==> config.mk <==
export PLATFORM = sky130hd
export DESIGN_NAME = sanitize_freeze_lock_status
export DESIGN_NICKNAME = d
export VERILOG_FILES = /design/src/sanitize_pkg.sv /design/src/sanitize_freeze_lock_status.sv
export SDC_FILE = /design/constraint.sdc
export NUM_CORES = 1
export LEC_CHECK = 0
export BUFFER_PORTS_ARGS = -buffer_cell sky130_fd_sc_hd__buf_2
export CORE_MARGIN = 5
export CORE_UTILIZATION = 45
export CTS_BUF_LIST = sky130_fd_sc_hd__clkbuf_4 sky130_fd_sc_hd__clkbuf_8
export DETAILED_ROUTE_END_ITERATION = 8
export GPL_TIMING_DRIVEN = 0
export HOLD_SLACK_MARGIN = 0.12
export PLACE_DENSITY = 0.82
export SYNTH_ARGS = -nofsm -noshare
export SYNTH_HDL_FRONTEND = slang
export SYNTH_SLANG_ARGS = --single-unit
==> constraint.sdc <==
create_clock -name clock -period 3.45 [get_ports clock]
set_clock_uncertainty 0.05 [all_clocks]
set_input_delay 0.69 -clock clock [delete_from_list [all_inputs] [get_ports clock]]
set_output_delay 0.69 -clock clock [all_outputs]
set_load 0.005 [all_outputs]
==> src/sanitize_pkg.sv <==
// constants and carriers for the sanitize freeze-lock command logic
// assumes one 200 MHz clock shared by the taskfile decoder and the bus
package sanitize_pkg;

  // taskfile codes
  localparam logic [7:0]  OPC_SANITIZE  = 8'hB4;
  localparam logic [15:0] FEAT_STATUS   = 16'h0000;
  localparam logic [15:0] FEAT_OVERWR   = 16'h0014;
  localparam logic [15:0] FEAT_FREEZE   = 16'h0020;
  localparam logic [31:0] FREEZE_KEY    = 32'h46724C6B;
  localparam int          FAIL_MODE_BIT = 4;
  localparam int          CLR_FAIL_BIT  = 0;

  // answer fields
  localparam int          CNT_OK_BIT    = 15;
  localparam int          CNT_ACT_BIT   = 14;
  localparam int          CNT_FRZ_BIT   = 13;
  localparam int          ST_RDY_BIT    = 6;
  localparam int          ST_DSC_BIT    = 4;
  localparam int          ST_ERR_BIT    = 0;
  localparam int          ER_ABT_BIT    = 2;
  localparam logic [15:0] PROG_NONE     = 16'hFFFF;

  // error reason codes
  localparam logic [7:0]  RSN_NONE      = 8'h00;
  localparam logic [7:0]  RSN_UNSAN     = 8'h01;
  localparam logic [7:0]  RSN_BADFEAT   = 8'h02;
  localparam logic [7:0]  RSN_FROZEN    = 8'h03;

  // register byte addresses
  localparam logic [7:0]  REG_CTRL      = 8'h00;
  localparam logic [7:0]  REG_STATE     = 8'h04;
  localparam logic [7:0]  REG_PROG      = 8'h08;
  localparam logic [7:0]  REG_IRQ_ST    = 8'h0C;
  localparam logic [7:0]  REG_IRQ_MSK   = 8'h10;
  localparam int          CTRL_HWRST    = 0;
  localparam logic [1:0]  RESP_OKAY     = 2'h0;
  localparam logic [1:0]  RESP_SLVERR   = 2'h2;

  // interrupt event bits
  localparam int          EV_DONE       = 0;
  localparam int          EV_ABORT      = 1;
  localparam int          EV_OPEND      = 2;
  localparam int          EV_FROZEN     = 3;
  localparam int          EV_W          = 4;

  typedef enum logic [4:0] {
    SAN_IDLE   = 5'h01,
    SAN_FROZEN = 5'h02,
    SAN_ACTIVE = 5'h04,
    SAN_FAILED = 5'h08,
    SAN_OK     = 5'h10
  } san_state_e;

  typedef struct packed {
    logic [7:0]  opcode;
    logic [15:0] feature;
    logic [15:0] count;
    logic [47:0] lba;
  } taskfile_s;

  typedef struct packed {
    logic [7:0]  status;
    logic [7:0]  error;
    logic [15:0] count;
    logic [7:0]  sect_num;
    logic [7:0]  cyl_low;
  } answer_s;

endpackage
==> src/sanitize_freeze_lock_status.sv <==
// sanitize state machine, freeze-lock, status word and axi4-lite registers
// assumes taskfile commands and media engine signals on the same clock
//
// Operation
// - freeze-lock command enters frozen state
// - frozen aborts all but status query
// - only power-on or hardware reset unfreezes
// - count bit 15 reports completed without error
// - completed-ok bit survives power-on reset
// - count bit 14 shows operation in progress
// - count bit 13 shows frozen state
// - 16-bit progress in cylinder low, sector number
// - progress reads FFFFh when not active
// - abort flag once freeze-lock has succeeded
// - failed, mode zero, overwrite mode one aborts
// - error reason code in sector number
// - status query accepted in every state; the code aborts a clear-failed query after a mode-zero failure
// - failed mode-zero aborts mode-one requests until idle
//
// Our own choices: the address map and the AXI4-Lite slave port.
`timescale 1ns/1ps
module sanitize_freeze_lock_status (
  // clock and reset
  input  wire logic                    clock,
  input  wire logic                    srst,
  input  wire logic                    ce,
  // taskfile command in, answer out
  input  wire logic                    cmd_valid,
  input  wire sanitize_pkg::taskfile_s cmd,
  output logic                         ans_valid_q,
  output sanitize_pkg::answer_s        ans_q,
  // media sanitize engine
  output logic                         op_start_q,
  input  wire logic                    op_end,
  input  wire logic                    op_ok,
  input  wire logic [15:0]             op_progress,
  // nonvolatile completed-ok bit
  input  wire logic                    nv_ok_in,
  output logic                         nv_ok_q,
  // axi4-lite slave
  input  wire logic [7:0]              s_axi_awaddr,
  input  wire logic                    s_axi_awvalid,
  output logic                         s_axi_awready,
  input  wire logic [31:0]             s_axi_wdata,
  input  wire logic [3:0]              s_axi_wstrb,
  input  wire logic                    s_axi_wvalid,
  output logic                         s_axi_wready,
  output logic [1:0]                   s_axi_bresp,
  output logic                         s_axi_bvalid,
  input  wire logic                    s_axi_bready,
  input  wire logic [7:0]              s_axi_araddr,
  input  wire logic                    s_axi_arvalid,
  output logic                         s_axi_arready,
  output logic [31:0]                  s_axi_rdata,
  output logic [1:0]                   s_axi_rresp,
  output logic                         s_axi_rvalid,
  input  wire logic                    s_axi_rready,
  // interrupt
  output logic                         irq_q
);

  sanitize_pkg::san_state_e state_q;
  sanitize_pkg::san_state_e state_d;
  logic                     fail_mode_q;
  logic                     freeze_done_q;
  logic                     nv_load_q;
  logic [15:0]              prog_q;
  logic [sanitize_pkg::EV_W-1:0] ev_st_q;
  logic [sanitize_pkg::EV_W-1:0] ev_msk_q;
  logic [sanitize_pkg::EV_W-1:0] ev_set;
  logic [7:0]               aw_addr_q;
  logic                     aw_have_q;
  logic [31:0]              w_data_q;
  logic                     w_have_q;
  logic                     hw_rst;
  logic                     do_wr;
  logic                     rd_irq;
  logic                     is_cmd;
  logic                     abort;
  logic                     start;
  logic [7:0]               reason;
  logic                     mode1;
  logic                     key_ok;

  function automatic logic [15:0] progress_of(input sanitize_pkg::san_state_e s,
                                              input logic [15:0] p);
    progress_of = (s == sanitize_pkg::SAN_ACTIVE) ? p : sanitize_pkg::PROG_NONE;
  endfunction

  // command decode; the host keeps the opcode and feature layout
  assign is_cmd = cmd_valid && (cmd.opcode == sanitize_pkg::OPC_SANITIZE);
  assign mode1  = cmd.count[sanitize_pkg::FAIL_MODE_BIT];
  assign key_ok = (cmd.lba[31:0] == sanitize_pkg::FREEZE_KEY);

  always_comb begin
    state_d = state_q;
    abort   = 1'b0;
    start   = 1'b0;
    reason  = sanitize_pkg::RSN_NONE;
    if (hw_rst) begin
      state_d = sanitize_pkg::SAN_IDLE;
    end else if (op_end && state_q == sanitize_pkg::SAN_ACTIVE) begin
      state_d = op_ok ? sanitize_pkg::SAN_OK : sanitize_pkg::SAN_FAILED;
    end
    if (is_cmd) begin
      if (cmd.feature == sanitize_pkg::FEAT_STATUS) begin
        // status query runs in every state
        if (cmd.count[sanitize_pkg::CLR_FAIL_BIT] &&
            state_q == sanitize_pkg::SAN_FAILED) begin
          if (fail_mode_q) begin
            state_d = sanitize_pkg::SAN_IDLE;
          end else begin
            abort = 1'b1;
          end
        end
      end else if (state_q == sanitize_pkg::SAN_FROZEN) begin
        abort  = 1'b1;
        reason = sanitize_pkg::RSN_FROZEN;
      end else if (cmd.feature == sanitize_pkg::FEAT_FREEZE) begin
        if (!key_ok || state_q == sanitize_pkg::SAN_ACTIVE) begin
          abort = 1'b1;
        end else begin
          state_d = sanitize_pkg::SAN_FROZEN;
        end
      end else if (cmd.feature == sanitize_pkg::FEAT_OVERWR) begin
        if (state_q == sanitize_pkg::SAN_ACTIVE) begin
          abort = 1'b1;
        end else if (state_q == sanitize_pkg::SAN_FAILED && !fail_mode_q && mode1) begin
          abort  = 1'b1;
          reason = sanitize_pkg::RSN_UNSAN;
        end else begin
          start   = 1'b1;
          state_d = sanitize_pkg::SAN_ACTIVE;
        end
      end else begin
        abort  = 1'b1;
        reason = sanitize_pkg::RSN_BADFEAT;
      end
    end
  end

  always_ff @(posedge clock) begin
    if (srst) begin
      state_q     <= sanitize_pkg::SAN_IDLE;
      fail_mode_q <= 1'b0;
      op_start_q  <= 1'b0;
    end else if (ce) begin
      state_q    <= state_d;
      op_start_q <= start;
      if (start) begin
        fail_mode_q <= mode1;
      end
    end
  end

  // cleared by power-on only; hardware reset keeps it
  always_ff @(posedge clock) begin
    if (srst) begin
      freeze_done_q <= 1'b0;
    end else if (ce && is_cmd && state_d == sanitize_pkg::SAN_FROZEN &&
                 state_q != sanitize_pkg::SAN_FROZEN) begin
      freeze_done_q <= 1'b1;
    end
  end

  // completed-ok bit held at zero in reset, reloaded from storage on the first enabled cycle after it
  always_ff @(posedge clock) begin
    if (srst) begin
      nv_load_q <= 1'b1;
      nv_ok_q   <= 1'b0;
    end else if (ce) begin
      nv_load_q <= 1'b0;
      if (nv_load_q) begin
        nv_ok_q <= nv_ok_in;
      end else if (start) begin
        nv_ok_q <= 1'b0;
      end else if (op_end && state_q == sanitize_pkg::SAN_ACTIVE) begin
        nv_ok_q <= op_ok;
      end
    end
  end

  always_ff @(posedge clock) begin
    if (srst) begin
      prog_q <= sanitize_pkg::PROG_NONE;
    end else if (ce) begin
      prog_q <= progress_of(state_d, op_progress);
    end
  end

  // answer, one cycle after the command
  always_ff @(posedge clock) begin
    if (srst) begin
      ans_valid_q <= 1'b0;
      ans_q       <= '0;
    end else if (ce) begin
      ans_valid_q <= is_cmd;
      if (is_cmd) begin
        ans_q <= '0;
        ans_q.status[sanitize_pkg::ST_RDY_BIT]  <= 1'b1;
        ans_q.status[sanitize_pkg::ST_DSC_BIT]  <= 1'b1;
        ans_q.status[sanitize_pkg::ST_ERR_BIT]  <= abort || freeze_done_q;
        ans_q.error[sanitize_pkg::ER_ABT_BIT]   <= abort || freeze_done_q;
        ans_q.count[sanitize_pkg::CNT_OK_BIT]   <= nv_ok_q;
        ans_q.count[sanitize_pkg::CNT_ACT_BIT]  <=
          (state_q == sanitize_pkg::SAN_ACTIVE);
        ans_q.count[sanitize_pkg::CNT_FRZ_BIT]  <=
          (state_q == sanitize_pkg::SAN_FROZEN);
        {ans_q.cyl_low, ans_q.sect_num} <= progress_of(state_q, op_progress);
        if (abort) begin
          ans_q.sect_num <= reason;
        end
      end
    end
  end

  // axi4-lite write: address and data taken in either order
  assign do_wr  = aw_have_q && w_have_q && !s_axi_bvalid;
  assign hw_rst = do_wr && (aw_addr_q == sanitize_pkg::REG_CTRL) && w_data_q[sanitize_pkg::CTRL_HWRST];

  always_ff @(posedge clock) begin
    if (srst) begin
      s_axi_awready <= 1'b1;
      s_axi_wready  <= 1'b1;
      s_axi_bvalid  <= 1'b0;
      s_axi_bresp   <= sanitize_pkg::RESP_OKAY;
      aw_have_q     <= 1'b0;
      w_have_q      <= 1'b0;
      aw_addr_q     <= 8'h00;
      w_data_q      <= 32'h00000000;
    end else if (ce) begin
      if (s_axi_awvalid && s_axi_awready) begin
        aw_addr_q     <= s_axi_awaddr;
        aw_have_q     <= 1'b1;
        s_axi_awready <= 1'b0;
      end
      if (s_axi_wvalid && s_axi_wready) begin
        // byte lane 0 holds every writable bit
        w_data_q     <= s_axi_wstrb[0] ? s_axi_wdata : 32'h00000000;
        w_have_q     <= 1'b1;
        s_axi_wready <= 1'b0;
      end
      if (do_wr) begin
        s_axi_bvalid <= 1'b1;
        aw_have_q    <= 1'b0;
        w_have_q     <= 1'b0;
        s_axi_bresp  <= (aw_addr_q == sanitize_pkg::REG_CTRL ||
                         aw_addr_q == sanitize_pkg::REG_IRQ_MSK) ?
                        sanitize_pkg::RESP_OKAY : sanitize_pkg::RESP_SLVERR;
      end
      if (s_axi_bvalid && s_axi_bready) begin
        s_axi_bvalid  <= 1'b0;
        s_axi_awready <= 1'b1;
        s_axi_wready  <= 1'b1;
      end
    end
  end

  always_ff @(posedge clock) begin
    if (srst) begin
      ev_msk_q <= '0;
    end else if (ce && do_wr && aw_addr_q == sanitize_pkg::REG_IRQ_MSK) begin
      ev_msk_q <= w_data_q[sanitize_pkg::EV_W-1:0];
    end
  end

  // axi4-lite read, one register a time
  assign rd_irq = s_axi_arvalid && s_axi_arready && (s_axi_araddr == sanitize_pkg::REG_IRQ_ST);

  always_ff @(posedge clock) begin
    if (srst) begin
      s_axi_arready <= 1'b1;
      s_axi_rvalid  <= 1'b0;
      s_axi_rdata   <= 32'h00000000;
      s_axi_rresp   <= sanitize_pkg::RESP_OKAY;
    end else if (ce) begin
      if (s_axi_arvalid && s_axi_arready) begin
        s_axi_arready <= 1'b0;
        s_axi_rvalid  <= 1'b1;
        s_axi_rresp   <= sanitize_pkg::RESP_OKAY;
        s_axi_rdata   <= 32'h00000000;
        unique case (s_axi_araddr)
          sanitize_pkg::REG_CTRL: s_axi_rdata <= 32'h00000000;
          sanitize_pkg::REG_STATE: s_axi_rdata <= {25'h0, freeze_done_q, nv_ok_q, state_q};
          sanitize_pkg::REG_PROG: s_axi_rdata <= {16'h0, prog_q};
          sanitize_pkg::REG_IRQ_ST: s_axi_rdata <= {28'h0, ev_st_q};
          sanitize_pkg::REG_IRQ_MSK: s_axi_rdata <= {28'h0, ev_msk_q};
          default: s_axi_rresp <= sanitize_pkg::RESP_SLVERR;
        endcase
      end
      if (s_axi_rvalid && s_axi_rready) begin
        s_axi_rvalid  <= 1'b0;
        s_axi_arready <= 1'b1;
      end
    end
  end

  // sticky events; a new event beats the read that clears
  always_comb begin
    ev_set = '0;
    ev_set[sanitize_pkg::EV_DONE]   = is_cmd && !abort;
    ev_set[sanitize_pkg::EV_ABORT]  = is_cmd && abort;
    ev_set[sanitize_pkg::EV_OPEND]  = op_end && state_q == sanitize_pkg::SAN_ACTIVE;
    ev_set[sanitize_pkg::EV_FROZEN] = state_d == sanitize_pkg::SAN_FROZEN &&
                                      state_q != sanitize_pkg::SAN_FROZEN;
  end

  always_ff @(posedge clock) begin
    if (srst) begin
      ev_st_q <= '0;
      irq_q   <= 1'b0;
    end else if (ce) begin
      ev_st_q <= (rd_irq ? '0 : ev_st_q) | ev_set;
      irq_q   <= |(((rd_irq ? '0 : ev_st_q) | ev_set) & ev_msk_q);
    end
  end

endmodule

==> flow_metrics.py, run 1 <==
metrics = {
    "run_status": {
        "status": "finished, final reports clean",
    },
    "yosys": {
        "synthTopCellsByCount": "94 x dfxtp_1, 69 x nand2_1, 46 x a21oi_1, 46 x buf_4, 46 x nor2_1",
        "synth_area_um2": 4470,
        "synth_edf_count": 0,
        "yosys_warnings": 0,
        "synth_cell_type_count": 60,
        "async_flop_share_pct": 0,
        "synth_top_area_share_pct": 42.1,
        "yosys_most_used_dff": "dfxtp_1",
        "yosysMostFrequentCell": "dfxtp_1",
        "synthTopCellsByArea": "dfxtp_1 42%, buf_4 7.7%, nand2_1 5.8%",
        "synth_cells": 521,
        "synth_top_area_cell": "dfxtp_1",
        "ys_ff_latch": 94,
        "yosysSeqAreaShare_pct": 42.1,
        "syn_area_per_cell_um2": 8.58,
    },
    "drt": {
        "drtAntennaViolNets": 0,
        "num_vias": 4465,
        "dr.max_layer_used": "met4",
        "drt_iter0_markers": 237,
        "drtPass1Iterations": 6,
        "dr_wl_met2_mm": 6.68,
        "route.detailed.drc": 0,
        "met3_length_mm": 1.05,
        "met1_length_mm": 5.42,
        "totalWireLength_mm": 13.2,
        "routedWlPerCell_um": 15.2,
        "via_per_inst": 5.15,
    },
    "global_routing": {
        "gr-total-overflow": 0,
        "grt_pass1_vias": 4203,
        "antenna_found_initial": 0,
        "grt_max_degree": 19,
        "grt_pass1_wl_mm": 20.0,
        "grt_usage_pct": 21.1,
    },
    "clocking": {
        "h-tree-depth": 3,
        "insertion_delay_ns": 0.37,
        "clkSinkCount": 94,
        "clk_pin_slew_ns": 0.10,
        "cts_resized": 0,
        "cts-root-buf": "clkbuf_8",
        "hold_buffers": 0,
        "cts_buffer_depth": 2,
        "postCtsSetupRepairBufs": 0,
        "numCtsBuffers": 9,
        "tritoncts": "yes",
    },
    "critical_path": {
        "r2r_end": "prog_q[10]",
        "rrSetupSlack_ns": 0.78,
        "cp.arrival_ns": 2.94,
        "start_kind": "input port",
        "ff2ff_path_depth": 8,
        "crit_type": "input port to flop",
        "crit_required_ns": 3.67,
        "r2r_start": "state_q[3]",
        "cp-end-kind": "flop",
        "path_max_fanout": 10,
    },
    "sta": {
        "tightestPinTransition_ns": 0.674,
        "finalCritPeriodShare_pct": 79.0,
        "hold_ws_ns": 0.405,
        "fin_tns_setup_ns": 0,
        "post-route-min-period_ns": 2.73,
        "drv_slew": 0,
        "fmax_mhz": 367,
        "final-setup-viol-count": 0,
        "fin_ws_ns": 0.724,
        "finalHoldViolations": 0,
        "relSlewSlack_pct": 54.7,
        "rsz0062_at_grt": "no",
    },
    "place": {
        "hpwl_mm": 10.7,
        "io_buffer_count": 155,
        "pre_cts_slack_ns": 0.337,
        "placedCellCount": 851,
        "gp_congestion": 0.865,
    },
    "die": {
        "die_y_um": 110,
        "dieArea_um2": 12000,
        "die-width_um": 110,
        "row_count": 36,
        "ios": 261,
        "initial_core_util_pct": 46.0,
        "core_um2": 9730,
    },
    "layout": {
        "drive_gt1_share_pct": 31.9,
        "finalNonFillerCells": 867,
        "fillers": 913,
        "syn_to_final_growth_pct": 28.7,
        "antenna_cells": 0,
        "final_nets": 897,
    },
    "pwr": {
        "power_mw": 2.04,
        "p_per_area_nw_per_um2": 354,
        "max-vdd-ir-drop_uv": 181,
        "p_leak_nw": 2.51,
    },
    "hold_path": {
        "holdCritPathClass": "flop to flop",
        "worstHoldStart": "ans_q[15]",
        "whs_path_depth": 2,
        "worst_hold_path.endpoint": "ans_q[15]",
    },
    "job": {
        "max_cap_violations": 0,
    },
}
how the worst max path moves through the flow:
stage	startpoint	to	slack, ns	depth (start not counted)
4_1_cts	cmd[73]	prog_q[10]	0.73	8
3_5_place_dp	cmd[73]	prog_q[10]	0.34	8
2_1_floorplan	cmd[73]	prog_q[10]	0.64	7
5_1_grt	s_axi_araddr[0]	s_axi_rdata[5]	0.60	8
3_3_place_gp	cmd[73]	prog_q[11]	0.41	8
6_report	cmd[73]	prog_q[10]	0.72	8
cells by family after synthesis:
logic type | share of synthesized area, %
multiplexers | 1.12
other | 0.0839
flip-flops | 42.1
AND/OR/NAND/NOR | 26.1
AO/OA/AOI/OAI | 20.2
buffers and inverters | 10.4
sequential cells by signal, indices dropped and copies added, names as in the netlist, 4 cells and up:
name and cells:
aw_addr_q 8, w_data_q 4, prog_q 16, ev_st_q 4
ev_msk_q 4, ans_q 21, s_axi_rdata 16, state_q 5
cell type report:
class / count / area [um^2] / area share (%)
multi-input combinational: 393 / 2280 / 39.6
clock buffer: 9 / 124 / 2.15
clock inverter: 7 / 61.3 / 1.06
inverter: 3 / 11.3 / 0.196
sequential: 94 / 1880 / 32.7
tap: 133 / 166 / 2.89
timing repair buffer: 155 / 776 / 13.5
buffer: 73 / 455 / 7.91
placed cells by master, fill, tap and decap left out, drive strengths merged, types with 9 or more instances in the layout:
cell	count
buf	209
o22a	16
nor2	46
clkbuf	28
conb	43
nand3	22
a21oi	46
nor3	25
nand2	69
o21ai	9
dfxtp	94
metal layers:
metal,GRT usage [%],up-vias
met5,0,-
met4,3.74,0
met3,4.17,7
met2,38.4,174
met1,25.9,2060
li1,-,2224
stage by stage:
step / cell area [um^2] / utilization (%)
detailed placement: 5570 / 57.3
floorplan: 4630 / -
finish: 5760 / 59.2
global placement: 5570 / 57.3
CTS: 5760 / 59.2
global route: 5760 / 59.2
report_power, final:
group          internal (mW)  total [mW]  switching [mW]  leakage, nW
Combinational          0.107       0.223           0.116         1.66
Sequential              1.10        1.11          0.0101        0.761
Clock                  0.279       0.706           0.428       0.0945
worst max-delay path, cell delays in order:
cell       delay [ns]
buf_2            0.11
nor4_4           0.34
nand4_4          0.21
or4b_4           0.62
a2111oi_4        0.38
o22ai_2          0.20
buf_6            0.19
o22a_1           0.20
No activity file was read; power rests on OpenSTA's default activity.
==> run 2: changes to the inputs <==
--- a/config.mk
+++ b/config.mk
@@ -5,14 +5,15 @@
 export SDC_FILE = /design/constraint.sdc
 export NUM_CORES = 1
 export LEC_CHECK = 0
+export ABC_AREA = 1
 export BUFFER_PORTS_ARGS = -buffer_cell sky130_fd_sc_hd__buf_2
 export CORE_MARGIN = 5
-export CORE_UTILIZATION = 45
+export CORE_UTILIZATION = 47
 export CTS_BUF_LIST = sky130_fd_sc_hd__clkbuf_4 sky130_fd_sc_hd__clkbuf_8
 export DETAILED_ROUTE_END_ITERATION = 8
 export GPL_TIMING_DRIVEN = 0
 export HOLD_SLACK_MARGIN = 0.12
-export PLACE_DENSITY = 0.82
+export PLACE_DENSITY = 0.84
 export SYNTH_ARGS = -nofsm -noshare
 export SYNTH_HDL_FRONTEND = slang
 export SYNTH_SLANG_ARGS = --single-unit
==> constraint.sdc (replaced) <==
create_clock -name clock -period 2.7 [get_ports clock]
set_clock_uncertainty 0.05 [all_clocks]
set_input_delay 0.54 -clock clock [delete_from_list [all_inputs] [get_ports clock]]
set_output_delay 0.54 -clock clock [all_outputs]
set_load 0.005 [all_outputs]
==> flow_metrics.py, run 2 <==
metrics = {
    "run_status": {
        "status": "finished, final reports clean",
    },
    "critical_path": {
        "cp.arrival_ns": 2.52,
        "r2r_end": "prog_q[15]",
        "path_max_fanout": 10,
        "start_kind": "input port",
        "r2r_start": "state_q[1]",
        "crit_type": "input port to flop",
        "crit_required_ns": 2.94,
        "cp-end-kind": "flop",
        "rrSetupSlack_ns": 0.53,
        "ff2ff_path_depth": 12,
    },
    "layout": {
        "drive_gt1_share_pct": 26.6,
        "syn_to_final_growth_pct": 27.1,
        "regArea_um2": 1880,
        "layout_common_cells": "167 x nand2_1, 158 x buf_2, 94 x dfxtp_1",
        "final_common_cell": "nand2_1",
        "fillers": 964,
        "largest_reg_flops": 21,
        "final_nets": 1080,
        "antenna_cells": 0,
        "top_regs": "ans_q (21), prog_q (16), s_axi_rdata (16)",
        "top_register": "ans_q",
        "multiInputGateArea_um2": 2370,
        "fin_area_um2": 6130,
    },
    "yosys": {
        "synth_top_area_cell": "dfxtp_1",
        "async_flop_share_pct": 0,
        "synth_cell_type_count": 36,
        "yosys_warnings": 0,
        "synth_edf_count": 0,
        "yosysSeqAreaShare_pct": 39.0,
        "yosysMostFrequentCell": "nand2_1",
        "synthTopCellsByArea": "dfxtp_1 39%, nand2_1 13%, a21oi_1 8.5%",
        "syn_area_per_cell_um2": 6.85,
        "synthTopCellsByCount": "167 x nand2_1, 94 x dfxtp_1, 82 x a21oi_1, 71 x inv_1, 64 x nor2_1",
        "synth_cells": 704,
        "ys_ff_latch": 94,
        "yosys_most_used_dff": "dfxtp_1",
        "synth_top_area_share_pct": 39.0,
        "synth_area_um2": 4820,
    },
    "job": {
        "max_cap_violations": 0,
    },
    "drt": {
        "via_per_inst": 4.84,
        "routedWlPerCell_um": 13.2,
        "drt_iter0_markers": 386,
        "drtPass1Iterations": 4,
        "totalWireLength_mm": 13.9,
        "drtAntennaViolNets": 0,
        "route.detailed.drc": 0,
        "num_vias": 5097,
    },
    "clocking": {
        "h-tree-depth": 3,
        "cts_resized": 0,
        "clk_pin_slew_ns": 0.09,
        "clkSinkCount": 94,
        "tritoncts": "yes",
        "insertion_delay_ns": 0.36,
        "cts-root-buf": "clkbuf_8",
        "hold_buffers": 0,
        "cts_buffer_depth": 2,
        "numCtsBuffers": 9,
        "postCtsSetupRepairBufs": 0,
    },
    "sta": {
        "drv_slew": 0,
        "rsz0062_at_grt": "no",
        "relSlewSlack_pct": 58.6,
        "post-route-min-period_ns": 2.29,
        "fin_tns_setup_ns": 0,
        "hold_ws_ns": 0.372,
        "finalCritPeriodShare_pct": 84.6,
        "tightestPinTransition_ns": 0.621,
        "fmax_mhz": 438,
        "final-setup-viol-count": 0,
        "finalHoldViolations": 0,
    },
    "place": {
        "hpwl_mm": 10.9,
        "placed_area_um2": 5930,
        "io_buffer_count": 155,
        "gp_congestion": 0.955,
    },
    "hold_path": {
        "holdCritPathClass": "input port to flop",
        "worst_hold_path.endpoint": "aw_addr_q[3]",
        "worstHoldStart": "s_axi_awaddr[3]",
        "whs_path_depth": 3,
    },
    "global_routing": {
        "gr-total-overflow": 0,
        "grt_pass1_vias": 4744,
        "antenna_found_initial": 0,
        "grt_max_degree": 17,
        "grt_usage_pct": 21.6,
        "grt_pass1_wl_mm": 22.3,
    },
    "die": {
        "die-width_um": 111,
        "row_count": 37,
        "ios": 261,
        "core_um2": 10200,
        "dieArea_um2": 12400,
        "initial_core_util_pct": 47.4,
        "die_y_um": 111,
    },
    "pwr": {
        "p_per_area_nw_per_um2": 460,
        "p_leak_nw": 3.05,
        "max-vdd-ir-drop_uv": 327,
    },
}
run 2: cell types whose count changed in the layout (fill, tap and decap cells not counted), sizes merged, moves of 16 or more:
cell / before / now
a21oi: 46 / 82
inv: 8 / 75
nand2: 69 / 169
nand3: 22 / 43
nor2: 46 / 73
o21ai: 9 / 47
o22a: 16 / 0
run 2: cell type report:
class	instances	area share, %
multi-input cells	508	38.6
inverters	74	4.53
repair buffers	155	12.6
clock inverters	6	1.10
plain buffers	70	7.41
flip-flops and latches	94	30.7
well taps	136	2.77
clock buffers	10	2.24
run 2: metrics by stage:
step	utilization, %	std cells	total power, mW	worst slack, ns
CTS	60.2	1053	2.82	0.438
finish	60.2	1053	2.82	0.415
global route	60.2	1053	2.95	0.237
floorplan	-	746	1.73	0.652
detailed placement	58.2	1037	1.88	0.0688
global placement	58.2	1037	1.88	0.0743
run 2: logic make-up (layout without fill, tap and decap cells):
logic type	Yosys count	in the layout	share of synthesized area, %
AND/OR/NAND/NOR	320	320	29.4
AO/OA/AOI/OAI	145	145	16.3
buffers and inverters	144	315	15.2
flip-flops	94	94	39.0
other	1	43	0.0777
run 2: power by group:
group	total, mW	leakage [nW]	internal [mW]	switching, mW
Combinational	0.397	2.18	0.176	0.221
Clock	0.962	0.0993	0.458	0.504
Sequential	1.46	0.767	1.43	0.0306
run 2: worst max path at each step:
stage / end / startpoint / cells past startpoint
2_1_floorplan: prog_q[6] / cmd[81] / 12
3_3_place_gp: ans_q[14] / cmd[81] / 9
3_5_place_dp: ans_q[15] / cmd[81] / 9
4_1_cts: ans_q[10] / cmd[81] / 9
5_1_grt: ans_q[11] / cmd[81] / 9
6_report: ans_q[15] / cmd[81] / 9
run 2: critical path, cell delays in order:
cell and delay [ns]:
buf_2 0.09, or2_1 0.22, nor3_2 0.12, nand3_2 0.16, nor2_2 0.37, inv_1 0.15, a21oi_1 0.49, o21ai_0 0.22
a21oi_1 0.16
run 2: routing by layer:
layer	share of wire, %	track usage [%]	vias up	routed length [um]
met3	7.7	4.31	32	1070
met1	43	28.5	2253	6020
met4	2.7	7.38	0	376
met5	0	0	-	0
li1	-	-	2616	-
met2	46	35.2	196	6380
==> run 3: changes to the inputs <==
--- a/config.mk
+++ b/config.mk
@@ -5,15 +5,15 @@
 export SDC_FILE = /design/constraint.sdc
 export NUM_CORES = 1
 export LEC_CHECK = 0
-export ABC_AREA = 1
+export ABC_AREA = 0
 export BUFFER_PORTS_ARGS = -buffer_cell sky130_fd_sc_hd__buf_2
 export CORE_MARGIN = 5
-export CORE_UTILIZATION = 47
+export CORE_UTILIZATION = 41
 export CTS_BUF_LIST = sky130_fd_sc_hd__clkbuf_4 sky130_fd_sc_hd__clkbuf_8
 export DETAILED_ROUTE_END_ITERATION = 8
 export GPL_TIMING_DRIVEN = 0
 export HOLD_SLACK_MARGIN = 0.12
-export PLACE_DENSITY = 0.84
+export PLACE_DENSITY = 0.79
 export SYNTH_ARGS = -nofsm -noshare
 export SYNTH_HDL_FRONTEND = slang
 export SYNTH_SLANG_ARGS = --single-unit
==> constraint.sdc (replaced) <==
create_clock -name clock -period 2.1 [get_ports clock]
set_clock_uncertainty 0.05 [all_clocks]
set_input_delay 0.42 -clock clock [delete_from_list [all_inputs] [get_ports clock]]
set_output_delay 0.42 -clock clock [all_outputs]
set_load 0.005 [all_outputs]
==> flow_metrics.py, run 3 (synthesis results as in run 1) <==
metrics = {
    "layout": {
        "top_register": "ans_q",
        "regArea_um2": 1900,
        "final_util_pct": 59.4,
        "layout_common_cells": "150 x buf_2, 89 x dfxtp_1, 68 x nand2_1",
        "multiInputGateArea_um2": 2580,
        "drive_gt1_share_pct": 41.4,
        "antenna_cells": 0,
        "final_common_cell": "buf_2",
        "syn_to_final_growth_pct": 42.8,
        "largest_reg_flops": 21,
        "fillers": 990,
        "top_regs": "ans_q (21), prog_q (16), s_axi_rdata (16)",
        "final_nets": 923,
    },
    "critical_path": {
        "crit_type": "input port to flop",
        "slowest_stage": "or4_4",
        "cp.arrival_ns": 2.57,
        "crit_top_cell": "buf_6",
        "crit_chain": "buf_6 > nor4_4 > nand4_1 > or4_4 > a2111oi_4 > o22ai_4 > buf_6 > o22a_1",
        "crit_required_ns": 2.33,
        "start_kind": "input port",
        "worst_path_largest_cell_delay_ns": 0.59,
        "cp-end-kind": "flop",
        "path_max_fanout": 6,
    },
    "sta": {
        "hold_ws_ns": 0.227,
        "finalCritPeriodShare_pct": 111,
        "final-setup-viol-count": 27,
        "fin_tns_setup_ns": -4.46,
        "rsz0062_at_grt": "yes",
        "fmax_mhz": 427,
        "fin_ws_ns": -0.239,
        "post-route-min-period_ns": 2.34,
        "drv_slew": 0,
        "relSlewSlack_pct": 46.9,
        "finalHoldViolations": 0,
        "tightestPinTransition_ns": 0.797,
    },
    "place": {
        "hpwl_mm": 11.2,
        "gp_congestion": 0.885,
        "io_buffer_count": 155,
    },
    "drt": {
        "via_per_inst": 5.16,
        "met1_length_mm": 6.17,
        "met3_length_mm": 1.15,
        "drt_iter0_markers": 411,
        "drtPass1Iterations": 8,
        "dr.max_layer_used": "met4",
        "route.detailed.drc": 0,
        "dr_wl_met2_mm": 7.15,
        "totalWireLength_mm": 14.6,
        "routedWlPerCell_um": 16.3,
        "drtAntennaViolNets": 0,
        "num_vias": 4643,
    },
    "clocking": {
        "hold_buffers": 0,
        "h-tree-depth": 3,
        "clk_pin_slew_ns": 0.10,
        "cts_buffer_depth": 2,
        "cts-root-buf": "clkbuf_8",
        "clkSinkCount": 94,
        "numCtsBuffers": 9,
        "tritoncts": "yes",
        "insertion_delay_ns": 0.38,
    },
    "run_status": {
        "violations": "negative setup slack",
        "status": "finished with violations",
    },
    "pwr": {
        "p_per_area_nw_per_um2": 530,
        "max-vdd-ir-drop_uv": 381,
        "p_leak_nw": 2.71,
        "power_mw": 3.38,
    },
    "global_routing": {
        "grt_pass1_vias": 4490,
        "grt_pass1_wl_mm": 22.0,
        "gr-total-overflow": 0,
        "grt_max_degree": 19,
        "grt_usage_pct": 21.1,
        "antenna_found_initial": 0,
    },
    "die": {
        "die_y_um": 114,
        "core_um2": 10700,
        "die-width_um": 114,
        "initial_core_util_pct": 41.6,
        "row_count": 38,
        "dieArea_um2": 13100,
        "ios": 261,
    },
    "job": {
        "max_cap_violations": 0,
    },
    "hold_path": {
        "holdCritPathClass": "input port to flop",
    },
}
## run 3: final timing paths
path | start | endpoint | slack, ns | cells past startpoint
setup / recovery | cmd[64] | prog_q[5] | -0.24 | 8
hold / removal | s_axi_awaddr[7] | aw_addr_q[7] | 0.23 | 3
setup reg to reg | state_q[0] | prog_q[5] | -0.23 | 7
hold reg to reg | aw_addr_q[7] | aw_addr_q[7] | 0.41 | 2
## run 3: layout make-up
type | count | share of cell area (%)
sequential | 94 | 29.7
clock inverter | 7 | 1.06
clock buffer | 9 | 1.94
multi-input combinational | 393 | 40.3
inverter | 3 | 0.176
buffer | 71 | 7.31
timing repair buffer | 183 | 16.7
tap | 140 | 2.74
## run 3: power by group
group	switching, mW	internal (mW)
clock network	0.710	0.458
logic	0.209	0.190
registers	0.0176	1.80
total	0.936	2.45
## run 3: worst max-delay path, delay by kind of cell
kind                   cells  cell delay (ns)
buffers and inverters      2             0.28
AOI/OAI and AO/OA          3             0.80
and+or+nand+nor            3             1.06
## run 3: what timing repair did
| action | CTS | global route |
|---|---|---|
| gates resized for setup | 41 | 30 |
| pin swaps | 31 | 29 |
| setup buffers | 19 | 8 |
| setup endpoints to repair | 41 | 51 |
| gates cloned | 1 | 1 |
## run 3: through the flow
stage | instance area (um^2) | setup WS [ns] | cells
6_report | 6390 | -0.239 | 900
4_1_cts | 6180 | -0.293 | 892
5_1_grt | 6390 | -0.320 | 900
3_5_place_dp | 5680 | -0.754 | 858
2_1_floorplan | 4730 | -0.392 | 563
3_3_place_gp | 5680 | -0.698 | 858
## run 3: routing by layer
metal,global-route usage (%),vias to the layer above
met1,26.7,2161
met2,36.2,183
met4,4.83,0
li1,-,2283
met5,0,-
met3,5.29,16
